===== config.mk =====
export PLATFORM = sky130hd
export DESIGN_NAME = psf_pin_mux
export DESIGN_NICKNAME = d
export VERILOG_FILES = /design/src/psf_pin_mux.v /design/src/psf_wake_detect.v
export VERILOG_INCLUDE_DIRS = /design/src
export SDC_FILE = /design/constraint.sdc
export NUM_CORES = 1
export LEC_CHECK = 0
export BUFFER_PORTS_ARGS = -buffer_cell sky130_fd_sc_hd__buf_2
export CORE_MARGIN = 5
export CORE_UTILIZATION = 48
export CTS_BUF_LIST = sky130_fd_sc_hd__clkbuf_4 sky130_fd_sc_hd__clkbuf_8 sky130_fd_sc_hd__clkbuf_16
export DETAILED_ROUTE_END_ITERATION = 6
export GPL_ROUTABILITY_DRIVEN = 0
export HOLD_SLACK_MARGIN = 0.12
export PLACE_DENSITY = 0.82
export SLEW_MARGIN = 10
export SYNTH_ARGS = -nofsm -noshare
export SYNTH_HDL_FRONTEND = slang
export SYNTH_SLANG_ARGS = --single-unit

===== constraint.sdc =====
create_clock -name clk_sys -period 1.8 [get_ports clk_sys]
set_input_delay 0.36 -clock clk_sys [delete_from_list [all_inputs] [get_ports clk_sys]]
set_output_delay 0.36 -clock clk_sys [all_outputs]
set_load 0.05 [all_outputs]

===== src/psf_defs.vh =====
/*
 holds register offsets, field positions, reset values and codes for the
 port slew and pin function block. assumes inclusion by bare name.
*/
`ifndef PSF_DEFS_VH
`define PSF_DEFS_VH

`define PSF_ADDR_W 4
`define PSF_OFF_SLEW 4'h0
`define PSF_OFF_PORT_A_FUNCTION_SELECT_0 4'h1
`define PSF_OFF_PORT_A_FUNCTION_SELECT_1 4'h2
`define PSF_OFF_PORT_B_FUNCTION_SELECT_0 4'h3
`define PSF_OFF_PORT_B_FUNCTION_SELECT_1 4'h4
`define PSF_OFF_PA_DATA 4'h5
`define PSF_OFF_PA_DIR 4'h6
`define PSF_OFF_PB_DATA 4'h7
`define PSF_OFF_PB_DIR 4'h8
`define PSF_OFF_PA_WAKE 4'h9
`define PSF_OFF_BITOP 4'ha
`define PSF_OFF_MODE 4'hb
`define PSF_OFF_PA_PIN 4'hc
`define PSF_OFF_PB_PIN 4'hd

`define PSF_FSEL_RST 8'h00
`define PSF_SLEW_RST 8'h00
`define PSF_PORT_RST 8'hff
`define PSF_WAKE_RST 8'h00
`define PSF_PORT_A_FUNCTION_SELECT_0_MASK 8'h0c
`define PSF_PORT_A_FUNCTION_SELECT_1_MASK 8'h0c
`define PSF_PORT_B_FUNCTION_SELECT_0_MASK 8'h0f
`define PSF_PORT_B_FUNCTION_SELECT_1_MASK 8'hc0
`define PSF_PB_MASK 8'h83

`define PSF_FN_ALT 2'b01
`define PSF_A1_LO 2
`define PSF_A5_LO 2
`define PSF_B1_LO 2
`define PSF_B0_LO 0
`define PSF_B7_LO 6

// bit operation register: [3] set(1)/clear(0), [2:0] bit index, [7:4] target
`define PSF_BITOP_SET 3
`define PSF_BITOP_TGT_PA_DATA 4'h0
`define PSF_BITOP_TGT_PA_DIR 4'h1
`define PSF_BITOP_TGT_PB_DATA 4'h2
`define PSF_BITOP_TGT_PB_DIR 4'h3

`define PSF_RD_UNMAPPED 32'h00000000
`define PSF_RD_ZERO 8'h00

`endif


===== src/psf_pin_mux.v =====
/*
 port slew rate selection, pin-shared function multiplexer, port data and
 direction registers, bit set/clear and port a wake-up.
 assumes an avalon-mm master on clk_sys and pads driven via out/oe signals.
*/
`timescale 1ns/1ns
`include "psf_defs.vh"
//
// Operation
// - slew applies only to cmos outputs
// - four two-bit slew fields, reset zero
// - a1 field 01 selects low voltage input
// - a5 field 01 drives inverted timer1
// - b1 field 01 drives inverted timer0
// - b0 field 01 drives timer0
// - b7 field 01 drives timer1
// - function fields reset zero, unimplemented read zero
// - data and direction reset high
// - bit set/clear is read-modify-write
// - port a falling edge wakes sleep
// - per pin wake enable, gpio input only
// - direction 1 input, 0 output reading latch
// - inverted timer output complements normal
module psf_pin_mux (
    input wire clk_sys,
    input wire reset,
    input wire [`PSF_ADDR_W-1:0] avs_address,
    input wire avs_read,
    input wire avs_write,
    input wire [31:0] avs_writedata,
    input wire [3:0] avs_byteenable,
    output reg [31:0] avs_readdata,
    output reg avs_waitrequest,
    input wire [7:0] port_a_in,
    input wire [7:0] port_b_in,
    input wire timer0_output,
    input wire timer1_output,
    output reg [7:0] port_a_out_q,
    output reg [7:0] port_a_oe_q,
    output reg [7:0] port_b_out_q,
    output reg [7:0] port_b_oe_q,
    output reg [7:0] port_a_slew_q,
    output reg [7:0] port_b_slew_q,
    output reg low_voltage_detector_input_q,
    output reg wake_q
);
    reg [7:0] slew_q;
    reg [7:0] port_a_function_select_0_q;
    reg [7:0] port_a_function_select_1_q;
    reg [7:0] port_b_function_select_0_q;
    reg [7:0] port_b_function_select_1_q;
    reg [7:0] pa_data_q;
    reg [7:0] pa_dir_q;
    reg [7:0] pb_data_q;
    reg [7:0] pb_dir_q;
    reg [7:0] pa_wake_q;
    reg low_power_q;
    reg [7:0] pa_s1_q;
    reg [7:0] pa_s2_q;
    reg [7:0] pb_s1_q;
    reg [7:0] pb_s2_q;
    reg ack_q;
    reg [7:0] rd_d;
    reg [7:0] rmw_d;
    reg [7:0] rmw_src;
    wire wake_pulse;
    wire req;
    wire wr_en;
    wire a1_alt;
    wire a5_alt;
    wire b0_alt;
    wire b1_alt;
    wire b7_alt;
    wire timer0_inv;
    wire timer1_inv;
    wire [7:0] pa_alt;
    wire [7:0] pb_alt;
    wire [7:0] pa_alt_val;
    wire [7:0] pb_alt_val;
    wire [7:0] pa_gpio_in;
    wire [3:0] bit_tgt;
    wire [2:0] bit_idx;
    wire take;
    wire [7:0] a1_lvd;
    wire [7:0] pa_cmos_out;
    wire [7:0] pb_cmos_out;
    wire [7:0] pa_slew_grp;
    wire [7:0] pb_slew_grp;
    wire [7:0] port_a_out_d;
    wire [7:0] port_b_out_d;
    wire low_voltage_detector_input_d;

    // field equals the alternate function code
    function is_alt;
        input [1:0] field;
        begin
            is_alt = (field == `PSF_FN_ALT);
        end
    endfunction

    // port read: pin level for inputs, latch for outputs
    function [7:0] port_view;
        input [7:0] dir;
        input [7:0] pin;
        input [7:0] latch;
        begin
            port_view = (dir & pin) | (~dir & latch);
        end
    endfunction

    // mask a group's slew bits with the pins that are driven
    function [7:0] slew_gate;
        input [7:0] group_mask;
        input [7:0] cmos_out;
        begin
            slew_gate = group_mask & cmos_out;
        end
    endfunction

    assign req = avs_read | avs_write;
    // a new request is taken while no answer is pending
    assign take = req & ~ack_q;
    // a write lands on the edge at which the master sees waitrequest low
    assign wr_en = avs_write & ack_q & avs_byteenable[0];
    assign bit_tgt = avs_writedata[7:4];
    assign bit_idx = avs_writedata[2:0];

    assign a1_alt = is_alt(port_a_function_select_0_q[`PSF_A1_LO+1:`PSF_A1_LO]);
    assign a5_alt = is_alt(port_a_function_select_1_q[`PSF_A5_LO+1:`PSF_A5_LO]);
    assign b1_alt = is_alt(port_b_function_select_0_q[`PSF_B1_LO+1:`PSF_B1_LO]);
    assign b0_alt = is_alt(port_b_function_select_0_q[`PSF_B0_LO+1:`PSF_B0_LO]);
    assign b7_alt = is_alt(port_b_function_select_1_q[`PSF_B7_LO+1:`PSF_B7_LO]);
    assign timer0_inv = ~timer0_output;
    assign timer1_inv = ~timer1_output;

    // pins taken by a timer output
    assign pa_alt = {2'b00, a5_alt, 5'b00000};
    assign pb_alt = {b7_alt, 5'b00000, b1_alt, b0_alt};
    assign pa_alt_val = {2'b00, timer1_inv, 5'b00000};
    assign pb_alt_val = {timer1_output, 5'b00000, timer0_inv, timer0_output};
    // pin a1 serves the detector input while its field selects it
    assign a1_lvd = {6'b000000, a1_alt, 1'b0};
    // general purpose inputs only; a1 as detector input is not one
    assign pa_gpio_in = pa_dir_q & ~pa_alt & ~a1_lvd;
    // driven pins: timer outputs, and cmos outputs not taken by the detector
    assign pa_cmos_out = pa_alt | (~pa_dir_q & ~a1_lvd);
    assign pb_cmos_out = (pb_alt | ~pb_dir_q) & `PSF_PB_MASK;
    // low bit of each group's slew code spread over the group's pins
    assign pa_slew_grp = {{4{slew_q[2]}}, {4{slew_q[0]}}};
    assign pb_slew_grp = {slew_q[6], 5'b00000, {2{slew_q[4]}}};
    // pad drive: timer pins regardless of direction, others from the data latch
    assign port_a_out_d = (pa_alt & pa_alt_val) | (~pa_alt & pa_data_q);
    assign port_b_out_d = ((pb_alt & pb_alt_val) | (~pb_alt & pb_data_q)) & `PSF_PB_MASK;
    assign low_voltage_detector_input_d = a1_alt & pa_s2_q[1];

    // pin synchronisers
    always @(posedge clk_sys) begin
        if (reset) begin
            pa_s1_q <= `PSF_PORT_RST;
            pa_s2_q <= `PSF_PORT_RST;
            pb_s1_q <= `PSF_PORT_RST;
            pb_s2_q <= `PSF_PORT_RST;
        end else begin
            pa_s1_q <= port_a_in;
            pa_s2_q <= pa_s1_q;
            pb_s1_q <= port_b_in;
            pb_s2_q <= pb_s1_q;
        end
    end

    // source of a bit set/clear
    always @* begin
        if (bit_tgt == `PSF_BITOP_TGT_PA_DATA) begin
            rmw_src = port_view(pa_dir_q, pa_s2_q, pa_data_q);
        end else if (bit_tgt == `PSF_BITOP_TGT_PA_DIR) begin
            rmw_src = pa_dir_q;
        end else if (bit_tgt == `PSF_BITOP_TGT_PB_DATA) begin
            rmw_src = port_view(pb_dir_q, pb_s2_q, pb_data_q) & `PSF_PB_MASK;
        end else begin
            rmw_src = pb_dir_q;
        end
        rmw_d = rmw_src;
        rmw_d[bit_idx] = avs_writedata[`PSF_BITOP_SET];
    end

    // register writes
    always @(posedge clk_sys) begin
        if (reset) begin
            slew_q <= `PSF_SLEW_RST;
            port_a_function_select_0_q <= `PSF_FSEL_RST;
            port_a_function_select_1_q <= `PSF_FSEL_RST;
            port_b_function_select_0_q <= `PSF_FSEL_RST;
            port_b_function_select_1_q <= `PSF_FSEL_RST;
            pa_data_q <= `PSF_PORT_RST;
            pa_dir_q <= `PSF_PORT_RST;
            pb_data_q <= `PSF_PORT_RST & `PSF_PB_MASK;
            pb_dir_q <= `PSF_PORT_RST & `PSF_PB_MASK;
            pa_wake_q <= `PSF_WAKE_RST;
        end else if (wr_en) begin
            if (avs_address == `PSF_OFF_SLEW) begin
                slew_q <= avs_writedata[7:0];
            end else if (avs_address == `PSF_OFF_PORT_A_FUNCTION_SELECT_0) begin
                port_a_function_select_0_q <= avs_writedata[7:0] & `PSF_PORT_A_FUNCTION_SELECT_0_MASK;
            end else if (avs_address == `PSF_OFF_PORT_A_FUNCTION_SELECT_1) begin
                port_a_function_select_1_q <= avs_writedata[7:0] & `PSF_PORT_A_FUNCTION_SELECT_1_MASK;
            end else if (avs_address == `PSF_OFF_PORT_B_FUNCTION_SELECT_0) begin
                port_b_function_select_0_q <= avs_writedata[7:0] & `PSF_PORT_B_FUNCTION_SELECT_0_MASK;
            end else if (avs_address == `PSF_OFF_PORT_B_FUNCTION_SELECT_1) begin
                port_b_function_select_1_q <= avs_writedata[7:0] & `PSF_PORT_B_FUNCTION_SELECT_1_MASK;
            end else if (avs_address == `PSF_OFF_PA_DATA) begin
                pa_data_q <= avs_writedata[7:0];
            end else if (avs_address == `PSF_OFF_PA_DIR) begin
                pa_dir_q <= avs_writedata[7:0];
            end else if (avs_address == `PSF_OFF_PB_DATA) begin
                pb_data_q <= avs_writedata[7:0] & `PSF_PB_MASK;
            end else if (avs_address == `PSF_OFF_PB_DIR) begin
                pb_dir_q <= avs_writedata[7:0] & `PSF_PB_MASK;
            end else if (avs_address == `PSF_OFF_PA_WAKE) begin
                pa_wake_q <= avs_writedata[7:0];
            end else if (avs_address == `PSF_OFF_BITOP) begin
                // whole port written back with one bit altered
                if (bit_tgt == `PSF_BITOP_TGT_PA_DATA) begin
                    pa_data_q <= rmw_d;
                end else if (bit_tgt == `PSF_BITOP_TGT_PA_DIR) begin
                    pa_dir_q <= rmw_d;
                end else if (bit_tgt == `PSF_BITOP_TGT_PB_DATA) begin
                    pb_data_q <= rmw_d & `PSF_PB_MASK;
                end else if (bit_tgt == `PSF_BITOP_TGT_PB_DIR) begin
                    pb_dir_q <= rmw_d & `PSF_PB_MASK;
                end
            end
        end
    end

    // sleep/idle mode bit: a wake clears it, winning over a write in the same cycle
    always @(posedge clk_sys) begin
        if (reset) begin
            low_power_q <= 1'b0;
        end else if (wake_pulse) begin
            low_power_q <= 1'b0;
        end else if (wr_en && avs_address == `PSF_OFF_MODE) begin
            low_power_q <= avs_writedata[0];
        end
    end

    // read decode
    always @* begin
        if (avs_address == `PSF_OFF_SLEW) begin
            rd_d = slew_q;
        end else if (avs_address == `PSF_OFF_PORT_A_FUNCTION_SELECT_0) begin
            rd_d = port_a_function_select_0_q;
        end else if (avs_address == `PSF_OFF_PORT_A_FUNCTION_SELECT_1) begin
            rd_d = port_a_function_select_1_q;
        end else if (avs_address == `PSF_OFF_PORT_B_FUNCTION_SELECT_0) begin
            rd_d = port_b_function_select_0_q;
        end else if (avs_address == `PSF_OFF_PORT_B_FUNCTION_SELECT_1) begin
            rd_d = port_b_function_select_1_q;
        end else if (avs_address == `PSF_OFF_PA_DATA) begin
            rd_d = port_view(pa_dir_q, pa_s2_q, pa_data_q);
        end else if (avs_address == `PSF_OFF_PA_DIR) begin
            rd_d = pa_dir_q;
        end else if (avs_address == `PSF_OFF_PB_DATA) begin
            rd_d = port_view(pb_dir_q, pb_s2_q, pb_data_q) & `PSF_PB_MASK;
        end else if (avs_address == `PSF_OFF_PB_DIR) begin
            rd_d = pb_dir_q;
        end else if (avs_address == `PSF_OFF_PA_WAKE) begin
            rd_d = pa_wake_q;
        end else if (avs_address == `PSF_OFF_MODE) begin
            rd_d = {7'h00, low_power_q};
        end else if (avs_address == `PSF_OFF_PA_PIN) begin
            rd_d = pa_s2_q;
        end else if (avs_address == `PSF_OFF_PB_PIN) begin
            rd_d = pb_s2_q & `PSF_PB_MASK;
        end else begin
            rd_d = `PSF_RD_ZERO;
        end
    end

    // bus handshake: one wait cycle, answer on the second edge
    always @(posedge clk_sys) begin
        if (reset) begin
            ack_q <= 1'b0;
            avs_waitrequest <= 1'b1;
            avs_readdata <= `PSF_RD_UNMAPPED;
        end else begin
            ack_q <= take;
            avs_waitrequest <= ~take;
            if (avs_read & take) begin
                avs_readdata <= {24'h000000, rd_d};
            end
        end
    end

    // pin drivers and slew, from the registered configuration
    always @(posedge clk_sys) begin
        if (reset) begin
            port_a_out_q <= `PSF_PORT_RST;
            port_a_oe_q <= 8'h00;
            port_b_out_q <= `PSF_PORT_RST & `PSF_PB_MASK;
            port_b_oe_q <= 8'h00;
            port_a_slew_q <= 8'h00;
            port_b_slew_q <= 8'h00;
            low_voltage_detector_input_q <= 1'b0;
        end else begin
            // registered one cycle after the configuration registers
            port_a_out_q <= port_a_out_d;
            port_a_oe_q <= pa_cmos_out;
            port_b_out_q <= port_b_out_d;
            port_b_oe_q <= pb_cmos_out;
            low_voltage_detector_input_q <= low_voltage_detector_input_d;
            // slew bit per pin, only on pins that are driven
            port_a_slew_q <= slew_gate(pa_slew_grp, pa_cmos_out);
            port_b_slew_q <= slew_gate(pb_slew_grp, pb_cmos_out);
        end
    end

    psf_wake_detect #(
        .WIDTH(8)
    ) u_wake (
        .clk_sys(clk_sys),
        .reset(reset),
        .pin_level(pa_s2_q),
        .wake_enable(pa_wake_q),
        .is_gpio_input(pa_gpio_in),
        .low_power(low_power_q),
        .wake_q(wake_pulse)
    );

    // one-cycle wake pulse towards the core
    always @(posedge clk_sys) begin
        if (reset) begin
            wake_q <= 1'b0;
        end else begin
            wake_q <= wake_pulse;
        end
    end
endmodule // psf_pin_mux


===== src/psf_wake_detect.v =====
/*
 port a falling edge wake detector.
 assumes synchronised pin levels on the same clock.
*/
`timescale 1ns/1ns
module psf_wake_detect #(
    parameter WIDTH = 8
) (
    input wire clk_sys,
    input wire reset,
    input wire [WIDTH-1:0] pin_level,
    input wire [WIDTH-1:0] wake_enable,
    input wire [WIDTH-1:0] is_gpio_input,
    input wire low_power,
    output reg wake_q
);
    reg [WIDTH-1:0] prev_q;
    wire [WIDTH-1:0] fall;

    assign fall = prev_q & ~pin_level;

    always @(posedge clk_sys) begin
        if (reset) begin
            prev_q <= {WIDTH{1'b1}};
            wake_q <= 1'b0;
        end else begin
            prev_q <= pin_level;
            // any enabled general purpose input falling while asleep
            wake_q <= low_power & (|(fall & wake_enable & is_gpio_input));
        end
    end
endmodule // psf_wake_detect

==> results.sh, run 1 <==
export IMPL_vias=5341
export IMPL_endpoint_kind="flop"
export IMPL_row_count=40
export IMPL_synth_seq_cells=125
export IMPL_finalClockSkew_ns=0.00858
export IMPL_grt_start_max_net_pins=37
export IMPL_crit_type="reg -> reg"
export IMPL_grt_pass1_vias=4911
export IMPL_areaGrowthSynthToFinish_pct=25.9
export IMPL_yosysUniqueCellTypes=62
export IMPL_grt_ovfl_total=0
export IMPL_multi_input_comb_area_sq_um=2920
export IMPL_synth_edf_count=0
export IMPL_nFillCells=1036
export IMPL_period_share_pct=91.8
export IMPL_max_cap_viol_count=0
export IMPL_powerDensity_nw_per_um2=986
export IMPL_critPathLaunchType="flop"
export IMPL_nNetsFinal=874
export IMPL_drive_gt1_share_pct=28.2
export IMPL_start_util_pct=48.6
export IMPL_min_period_ns=1.65
export IMPL_antenna_left=0
export IMPL_report_final_slew_viol_count=0
export IMPL_worstSetupStartpoint="pb_s2_q[0]"
export IMPL_io_pins=145
export IMPL_route_detailed_drc=0
export IMPL_rsz0062_at_grt="false"
export IMPL_yosysWarnings=0
export IMPL_endpoint="pb_dir_q[0]"
export IMPL_setup_tns_ns=0
export IMPL_yosysSeqAreaShare_pct=43.2
export IMPL_crit_path_max_fanout=2
export IMPL_seqCellArea_sq_um=2500
export IMPL_antenna_cells=0
export IMPL_final_hold_violation_count=0
export IMPL_r2r_start="pb_s2_q[0]"
export IMPL_dieArea_sq_um=14400
export IMPL_antenna_found_initial=0
export IMPL_arrival_ns=1.94
export IMPL_cpMaxStageDelayCell="dfxtp_1"
export IMPL_setup_viol=0
export IMPL_synth_async_reset_ratio_pct=0
export IMPL_placedInstanceArea_sq_um=6560
export IMPL_drt_iter0_markers=475
export IMPL_wl_per_cell_um=16.6
export IMPL_status="completed"
export IMPL_regToRegSetupSlack_ns=0.15
export IMPL_die_h_um=120
export IMPL_clk_pin_slew_ns=0.06
export IMPL_synth_area_sq_um=5790
export IMPL_die_width_um=120
export IMPL_crit_required_ns=2.09
export IMPL_routed_wl_mm=16.1
export IMPL_numCtsBuffers=17
export IMPL_crit_path_max_incr_delay_ns=0.32
export IMPL_reg2regPathDepth=7
export IMPL_coreArea_sq_um=11900
export IMPL_cts_post_setup_buffers_inserted=0
export IMPL_cts_path_max_buffers=2
export IMPL_cts_root_buffer="clkbuf_16"
export IMPL_grt_pass1_wl_mm=25.5
export IMPL_io_buffers=73
export IMPL_htreeDepth=4
export IMPL_p_leak_nw=3.08
export IMPL_r2r_end="pb_dir_q[0]"
export IMPL_post_drt_via_cell_ratio=5.49
export IMPL_syn_inst=683
export IMPL_hold_path_class="in -> reg"
export IMPL_cts_tree="yes"
export IMPL_crit_chain="nand2b_1, o21ai_0, a21oi_1, nor3_1, buf_4, o311ai_1, o31a_1"
export IMPL_dp_hpwl_mm=12.0
export IMPL_firstDrtPassIters=5
export IMPL_final_cell_area_sq_um=7300
export IMPL_synth_avg_cell_area_sq_um=8.48
export IMPL_cts_sinks=125
export IMPL_grt_usage_pct=22.8
export IMPL_fmax_mhz=605
export IMPL_ir_drop_v=0.000676
export IMPL_synth_main_ff_cell="dfxtp_1"
export IMPL_clk_latency_ns=0.42
## synth_stat cells, types with 3 or more instances
cell type / instances / area, sq um
nor2_1: 73 / 274
inv_1: 8 / 30.0
o311ai_1: 4 / 35.0
mux2_2: 3 / 33.8
nor2b_1: 22 / 138
or3b_2: 3 / 26.3
nor3_1: 12 / 60.1
o21a_1: 3 / 22.5
a32oi_1: 5 / 43.8
nor3b_1: 3 / 22.5
a22o_1: 4 / 35.0
nand2_1: 46 / 173
nand4b_1: 6 / 52.6
or2_2: 38 / 238
nand3b_1: 4 / 30.0
nand2b_1: 16 / 100
buf_4: 39 / 293
dfxtp_1: 125 / 2500
a21oi_1: 61 / 305
o22ai_1: 5 / 31.3
buf_1: 8 / 30.0
clkbuf_1: 29 / 109
a22oi_1: 6 / 45.0
buf_2: 7 / 35.0
and2_1: 6 / 37.5
nand3_1: 19 / 95.1
a211o_1: 6 / 52.6
o21ai_0: 44 / 220
a31oi_1: 6 / 37.5
mux2i_1: 27 / 270
## kinds of logic after synthesis
| group | after synthesis | share of synthesized area [%] |
|---|---|---|
| AND/OR/NAND/NOR | 263 | 24.0 |
| AO/OA/AOI/OAI | 170 | 18.2 |
| flip-flops | 125 | 43.2 |
| buffers and inverters | 93 | 8.96 |
| multiplexers | 31 | 5.64 |
| other | 1 | 0.0647 |
## worst max-delay path, delay by kind of cell (launching register included)
family	cells	cell delay [ns]
AO/OA/AOI/OAI	4	0.52
AND/OR/NAND/NOR	2	0.48
flip-flops	1	0.32
buffers and inverters	1	0.19
## state kept, by name, summed over array words and instances (netlist names), 2 cells and up
name / cells
avs_readdata: 8
pa_data_q: 8
pa_dir_q: 8
pa_s1_q: 8
pa_s2_q: 8
pa_wake_q: 8
port_a_oe_q: 8
port_a_out_q: 8
port_a_slew_q: 8
slew_q: 8
u_wake.prev_q: 8
port_b_function_select_0_q: 4
pb_data_q: 3
pb_dir_q: 3
pb_s1_q: 3
pb_s2_q: 3
port_b_oe_q: 3
port_b_out_q: 3
port_b_slew_q: 3
port_a_function_select_0_q: 2
port_a_function_select_1_q: 2
port_b_function_select_1_q: 2
## metal layers
layer  vias up  wire (um)  track usage (%)
met1      2402       6660             30.1
met2       326       6950             33.9
li1       2570          -                -
met4         0        507             10.7
met3        43       1970             7.07
met5         -          0                0
## layout by cell type (no fill, tap or decap), types with 11 or more instances in the layout
| cell type | synthesis | routed |
|---|---|---|
| nand2_1 | 46 | 46 |
| nor2_1 | 73 | 73 |
| o21ai_0 | 44 | 44 |
| dfxtp_1 | 125 | 125 |
| or2_2 | 38 | 38 |
| mux2i_1 | 27 | 27 |
| nand2b_1 | 16 | 16 |
| nor2b_1 | 22 | 22 |
| clkbuf_16 | 0 | 17 |
| a21oi_1 | 61 | 61 |
| nor3_1 | 12 | 12 |
| buf_2 | 7 | 72 |
| conb_1 | 1 | 39 |
| buf_4 | 39 | 73 |
| nand3_1 | 19 | 19 |
| dlygate4sd3_1 | 0 | 11 |
## area by class of cell
type / count / area share [%]
Sequential cell: 125 / 34.3
Timing Repair Buffer: 157 / 14.2
Tap cell: 147 / 2.52
Multi-Input combinational cell: 503 / 40.0
Clock inverter: 14 / 2.64
Inverter: 8 / 0.412
Clock buffer: 18 / 5.93
## report_power, final
group	internal, mW	switching [mW]
logic	0.244	0.547
clock network	2.33	1.23
registers	2.82	0.0292
## repair_timing
action                     CTS  global route
setup endpoints to repair    0             6
gates resized for setup      0             1
hold buffers                11             0
hold endpoints to repair    11             0
## how the worst min path moves through the flow
stage	cells after the start	start	slack (ns)	endpoint
finish	2	timer0_output	0.18	port_b_out_q[0]
global route	2	avs_read	0.18	ack_q
CTS	2	timer0_output	0.16	port_b_out_q[0]
detailed placement	1	pb_s1_q[1]	0.39	pb_s2_q[1]
global placement	1	pb_s1_q[0]	0.39	pb_s2_q[0]
floorplan	1	pa_s1_q[0]	0.39	pa_s2_q[0]
## metrics by stage
step / std cells / utilization, % / power [mW] / setup slack (ns) / hold slack (ns)
final: 972 / 61.3 / 7.19 / 0.148 / 0.176
after global routing: 972 / 61.3 / 7.46 / 0.0772 / 0.177
after CTS: 972 / 61.3 / 7.24 / 0.0535 / 0.158
after detailed placement: 929 / 55.1 / 3.66 / -0.175 / 0.395
after global placement: 929 / 55.1 / 3.65 / -0.204 / 0.392
after floorplan: 721 / - / 3.49 / 0.0302 / 0.389
No activity file was read; power rests on OpenSTA's default activity.
==> run 2: changes to the inputs <==
--- a/config.mk
+++ b/config.mk
@@ -15,4 +15,5 @@
 export HOLD_SLACK_MARGIN = 0.12
 export PLACE_DENSITY = 0.82
+export SETUP_SLACK_MARGIN = 0.3
 export SLEW_MARGIN = 10
 export SYNTH_ARGS = -nofsm -noshare
==> constraint.sdc (replaced) <==
create_clock -name clk_sys -period 1.8 [get_ports clk_sys]
set_input_delay 0.54 -clock clk_sys [delete_from_list [all_inputs] [get_ports clk_sys]]
set_output_delay 0.54 -clock clk_sys [all_outputs]
set_load 0.05 [all_outputs]
==> run 2 against run 1 <==
Net effect:
- final area grew 11%
- via count grew 8.4%
- critical path depth stayed put
- combinational power grew 21%
- flip-flop and latch count is the same
- largest power group unchanged
- setup slack got worse by 0.0061 ns
==> results.sh, run 2 (synthesis gave the netlist of run 1 again) <==
export IMPL_row_count=40
export IMPL_total_power_mw=7.45
export IMPL_clk_latency_ns=0.42
export IMPL_post_route_util_pct=68.2
export IMPL_die_h_um=120
export IMPL_start_util_pct=48.6
export IMPL_fin_cells=996
export IMPL_period_share_pct=92.1
export IMPL_vias=5789
export IMPL_min_from="port_a_in[0]"
export IMPL_hold_path_class="in -> reg"
export IMPL_setup_tns_ns=0
export IMPL_critPathLaunchType="primary input"
export IMPL_status="completed"
export IMPL_r2r_start="pb_s2_q[0]"
export IMPL_worstMarginPinSlew_ns=0.658
export IMPL_die_width_um=120
export IMPL_numCtsBuffers=17
export IMPL_placedInstanceArea_sq_um=6880
export IMPL_p_leak_nw=3.36
export IMPL_slew_headroom_pct=55.7
export IMPL_crit_type="in -> reg"
export IMPL_crit_path_max_fanout=6
export IMPL_report_final_slew_viol_count=0
export IMPL_cts_path_max_buffers=2
export IMPL_worstHoldPathCells=2
export IMPL_whs_ns=0.298
export IMPL_hold_buffers=0
export IMPL_dieArea_sq_um=14400
export IMPL_antenna_found_initial=0
export IMPL_grt_usage_pct=24.9
export IMPL_layout_setup_ws_ns=0.142
export IMPL_cts_sinks=125
export IMPL_route_detailed_drc=0
export IMPL_nNetsFinal=897
export IMPL_htreeDepth=4
export IMPL_drt_iter0_markers=598
export IMPL_ir_drop_v=0.000561
export IMPL_firstDrtPassIters=5
export IMPL_final_cell_mix="127 x buf_4, 112 x dfxtp_1, 69 x nor2_1"
export IMPL_min_period_ns=1.66
export IMPL_finalClockSkew_ns=0.00733
export IMPL_antenna_left=0
export IMPL_dp_hpwl_mm=12.6
export IMPL_final_cell_area_sq_um=8120
export IMPL_io_buffers=73
export IMPL_crit_required_ns=2.15
export IMPL_final_hold_violation_count=0
export IMPL_grt_start_max_net_pins=45
export IMPL_fmax_mhz=603
export IMPL_endpoint_kind="flop"
export IMPL_setup_viol=0
export IMPL_post_drt_via_cell_ratio=5.81
export IMPL_drive_gt1_share_pct=40.2
export IMPL_powerDensity_nw_per_um2=917
export IMPL_arrival_ns=2.00
export IMPL_wl_per_cell_um=18.8
export IMPL_routed_wl_mm=18.7
export IMPL_max_cap_viol_count=0
export IMPL_clk_pin_slew_ns=0.06
export IMPL_grt_pass1_wl_mm=27.9
export IMPL_cts_tree="yes"
export IMPL_post_place_cells=954
export IMPL_grt_ovfl_total=0
export IMPL_mostFrequentLayoutCell="buf_4"
export IMPL_worstSetupStartpoint="avs_address[2]"
export IMPL_grt_pass1_vias=5370
export IMPL_io_pins=145
export IMPL_cts_root_buffer="clkbuf_16"
export IMPL_areaGrowthSynthToFinish_pct=40.1
export IMPL_coreArea_sq_um=11900
export IMPL_rsz0062_at_grt="true"
export IMPL_pre_cts_slack_ns=-0.353
export IMPL_reg2regPathDepth=6
==> run 2: changes by cell type in the layout (fill, tap and decap cells not counted), sizes merged <==
cell,delta
diode,+1
buf,+34
clkinv,+2
clkinvlp,-2
dlygate4sd3,-11
==> run 2: where the power goes <==
part / switching [mW] / internal (mW) / total (mW)
registers: 0.0356 / 2.82 / 2.85
logic: 0.625 / 0.335 / 0.960
clock network: 1.28 / 2.35 / 3.63
==> run 2: critical path, stage by stage <==
cell     delay (ns)
buf_12         0.11
or3b_4         0.42
nor4_4         0.33
o21a_2         0.25
o32a_1         0.17
nor2_1         0.05
a31oi_1        0.13
==> run 2: routing by layer <==
layer / wire [um] / up-vias / track usage (%)
met4: 1120 / 0 / 14.2
met3: 2350 / 109 / 8.01
met2: 8170 / 439 / 37.3
li1: - / 2607 / -
met5: 0 / - / 0
met1: 7060 / 2634 / 31.5
==> run 2: layout make-up <==
type / instances / area [sq um]
clock inverters: 14 / 191
flip-flops and latches: 125 / 2520
diodes: 1 / 2.50
inverters: 8 / 30.0
fillers: 860 / 3790
clock buffers: 18 / 439
well taps: 147 / 184
repair buffers: 180 / 1470
multi-input cells: 503 / 3280
==> run 2: worst paths after layout <==
check | to | slack, ns
setup / recovery | pa_data_q[1] | 0.14
hold / removal | pa_s1_q[0] | 0.30
setup reg to reg | pa_dir_q[0] | 0.20
hold reg to reg | pb_s2_q[1] | 0.41
==> run 2: timing repair <==
item,in CTS,in global routing
gates resized for setup,104,63
setup buffers,6,3
pin swaps,23,27
setup endpoints to repair,81,48
==> run 3: changes to the inputs <==
Settings changed: ABC_AREA set to 1, PLACE_DENSITY 0.82 to 0.83.
==> run 3 against run 2 <==
Net effect:
- synthesized cell count grew 8.9%
- sequential power about the same
- worst hold slack got worse by 0.0024 ns
- routed wire length is 8.1% lower
- clock power down 4%
- first-iteration DRC count rose by 37%
- clock skew about the same
- sequential share of layout area rose by 3.1 points
- maximum frequency up 5.9%
- combinational power decreased by 14%
==> results.sh, run 3 <==
export IMPL_htreeDepth=4
export IMPL_report_final_slew_viol_count=0
export IMPL_placedInstanceArea_sq_um=6410
export IMPL_dieArea_sq_um=13700
export IMPL_status="completed"
export IMPL_arrival_ns=1.86
export IMPL_post_route_util_pct=65.0
export IMPL_total_power_mw=7.14
export IMPL_grt_usage_pct=24.7
export IMPL_busiest_layer="met2"
export IMPL_p_leak_nw=3.34
export IMPL_synthTopCellsByCount="152 x nand2_1, 125 x dfxtp_1, 70 x a21oi_1"
export IMPL_cts_path_max_buffers=2
export IMPL_io_buffers=73
export IMPL_io_pins=145
export IMPL_antenna_cells=0
export IMPL_grt_pass1_vias=5162
export IMPL_setup_viol=0
export IMPL_routed_wl_mm=17.2
export IMPL_row_count=39
export IMPL_antenna_found_initial=0
export IMPL_post_place_cells=1007
export IMPL_hold_path_class="in -> reg"
export IMPL_post_drt_via_cell_ratio=5.45
export IMPL_grt_ovfl_total=0
export IMPL_yosysUniqueCellTypes=39
export IMPL_areaGrowthSynthToFinish_pct=33.5
export IMPL_synth_most_common_cell="nand2_1"
export IMPL_grtUsageMet1_pct=29.3
export IMPL_synth_seq_cells=125
export IMPL_period_share_pct=87.0
export IMPL_synth_avg_cell_area_sq_um=7.41
export IMPL_max_cap_viol_count=0
export IMPL_coreArea_sq_um=11300
export IMPL_drt_iter0_markers=821
export IMPL_rsz0062_at_grt="true"
export IMPL_r2r_end="pa_dir_q[4]"
export IMPL_min_period_ns=1.57
export IMPL_regToRegSetupSlack_ns=0.23
export IMPL_cts_root_buffer="clkbuf_16"
export IMPL_met2_usage_pct=38.9
export IMPL_clk_pin_slew_ns=0.06
export IMPL_firstDrtPassIters=6
export IMPL_final_hold_violation_count=0
export IMPL_grt_pass1_wl_mm=25.6
export IMPL_start_util_pct=48.7
export IMPL_die_h_um=117
export IMPL_synth_async_reset_ratio_pct=0
export IMPL_hold_end="pb_s1_q[1]"
export IMPL_yosysWarnings=0
export IMPL_r2r_start="pa_dir_q[4]"
export IMPL_cts_sinks=125
export IMPL_synth_area_sq_um=5510
export IMPL_powerDensity_nw_per_um2=971
export IMPL_finalClockSkew_ns=0.00712
export IMPL_synth_area_leaders="dfxtp_1 45%, nand2_1 10%, a21oi_1 6.4%"
export IMPL_grt_use_met3_pct=7.81
export IMPL_mostFrequentLayoutCell="nand2_1"
export IMPL_dp_hpwl_mm=11.7
export IMPL_reg2regPathDepth=6
export IMPL_grt_start_max_net_pins=70
export IMPL_final_cell_area_sq_um=7360
export IMPL_synth_top_area_share_pct=45.4
export IMPL_worstHoldPathCells=2
export IMPL_cts_tree="yes"
export IMPL_final_cell_mix="143 x nand2_1, 117 x dfxtp_1, 105 x buf_4"
export IMPL_syn_inst=744
export IMPL_route_detailed_drc=0
export IMPL_endpoint_kind="flop"
export IMPL_drive_gt1_share_pct=31.6
export IMPL_crit_type="reg -> reg"
export IMPL_yosysSeqAreaShare_pct=45.4
export IMPL_crit_path_max_fanout=7
export IMPL_wl_per_cell_um=16.5
export IMPL_synth_edf_count=0
export IMPL_hold_buffers=0
export IMPL_yosys_area_top_type="dfxtp_1"
export IMPL_synth_main_ff_cell="dfxtp_1"
export IMPL_numCtsBuffers=17
export IMPL_die_width_um=117
export IMPL_slew_headroom_pct=66.3
export IMPL_setup_tns_ns=0
export IMPL_fin_cells=1044
export IMPL_ir_drop_v=0.000719
export IMPL_min_from="port_b_in[1]"
export IMPL_critPathLaunchType="flop"
export IMPL_crit_required_ns=2.09
export IMPL_vias=5695
export IMPL_nNetsFinal=950
export IMPL_worstMarginPinSlew_ns=0.505
export IMPL_fmax_mhz=639
export IMPL_antenna_left=0
export IMPL_clk_latency_ns=0.42
[run 3: cell types whose count changed after synthesis, moves of 14 or more]
| cell | change |
|---|---|
| nand2b_1 | -16 |
| mux2i_1 | -27 |
| clkbuf_1 | -14 |
| o21ai_0 | +25 |
| nand2_1 | +106 |
| nor2_1 | -21 |
| nand3_1 | +14 |
| inv_1 | +52 |
| nor2b_1 | -22 |
| o21ai_1 | +17 |
[run 3: cells by family after synthesis]
logic type,Yosys count,synth area share [%]
flip-flops,125,45.4
buffers and inverters,131,11.9
other,1,0.0681
AND/OR/NAND/NOR,306,25.0
AO/OA/AOI/OAI,181,17.6
[run 3: worst max-delay path, cell delays in order (launching register included)]
cell,delay [ns]
dfxtp_1,0.56
nand2_1,0.17
o21ai_0,0.18
o21a_1,0.22
a21oi_2,0.08
o21ai_1,0.12
o21ai_0,0.10
[run 3: worst max-delay path by stage]
stage | startpoint | to | slack (ns) | cells past startpoint
floorplan | avs_writedata[6] | pa_data_q[7] | 0.27 | 10
global placement | avs_writedata[6] | pa_dir_q[0] | -0.11 | 10
detailed placement | avs_writedata[6] | pa_data_q[0] | -0.13 | 12
CTS | avs_readdata[3] | avs_readdata[3] | 0.30 | 1
global route | avs_address[1] | pb_data_q[0] | 0.19 | 10
finish | pa_dir_q[4] | pa_dir_q[4] | 0.23 | 6
[run 3: metal layers]
metal  vias to the layer above  part of all wire, %
li1                       2660                    -
met1                      2531                   36
met2                       416                   46
met3                        88                   12
met4                         0                  5.4
met5                         -                    0
[run 3: timing repair]
action                     in CTS  in global routing
pin swaps                       0                  8
setup endpoints to repair      57                 52
setup buffers                   2                  3
resized for setup              52                 59
[run 3: final cells by class]
type | instances | area (sq um)
fillers | 915 | 3970
multi-input cells | 526 | 2670
flip-flops and latches | 125 | 2510
repair buffers | 149 | 1120
clock buffers | 18 | 433
inverters | 69 | 275
well taps | 143 | 179
clock inverters | 14 | 169
[run 3: metrics by stage]
stage / hold slack, ns / worst slack, ns
2_1_floorplan: 0.389 / 0.265
3_3_place_gp: 0.393 / -0.110
3_5_place_dp: 0.393 / -0.130
4_1_cts: 0.287 / 0.300
5_1_grt: 0.294 / 0.192
6_report: 0.296 / 0.234
[run 3: where the power goes]
part | total (mW) | internal (mW) | switching, mW
combinational | 0.826 | 0.234 | 0.592
sequential | 2.85 | 2.82 | 0.0270
clock | 3.47 | 2.19 | 1.28
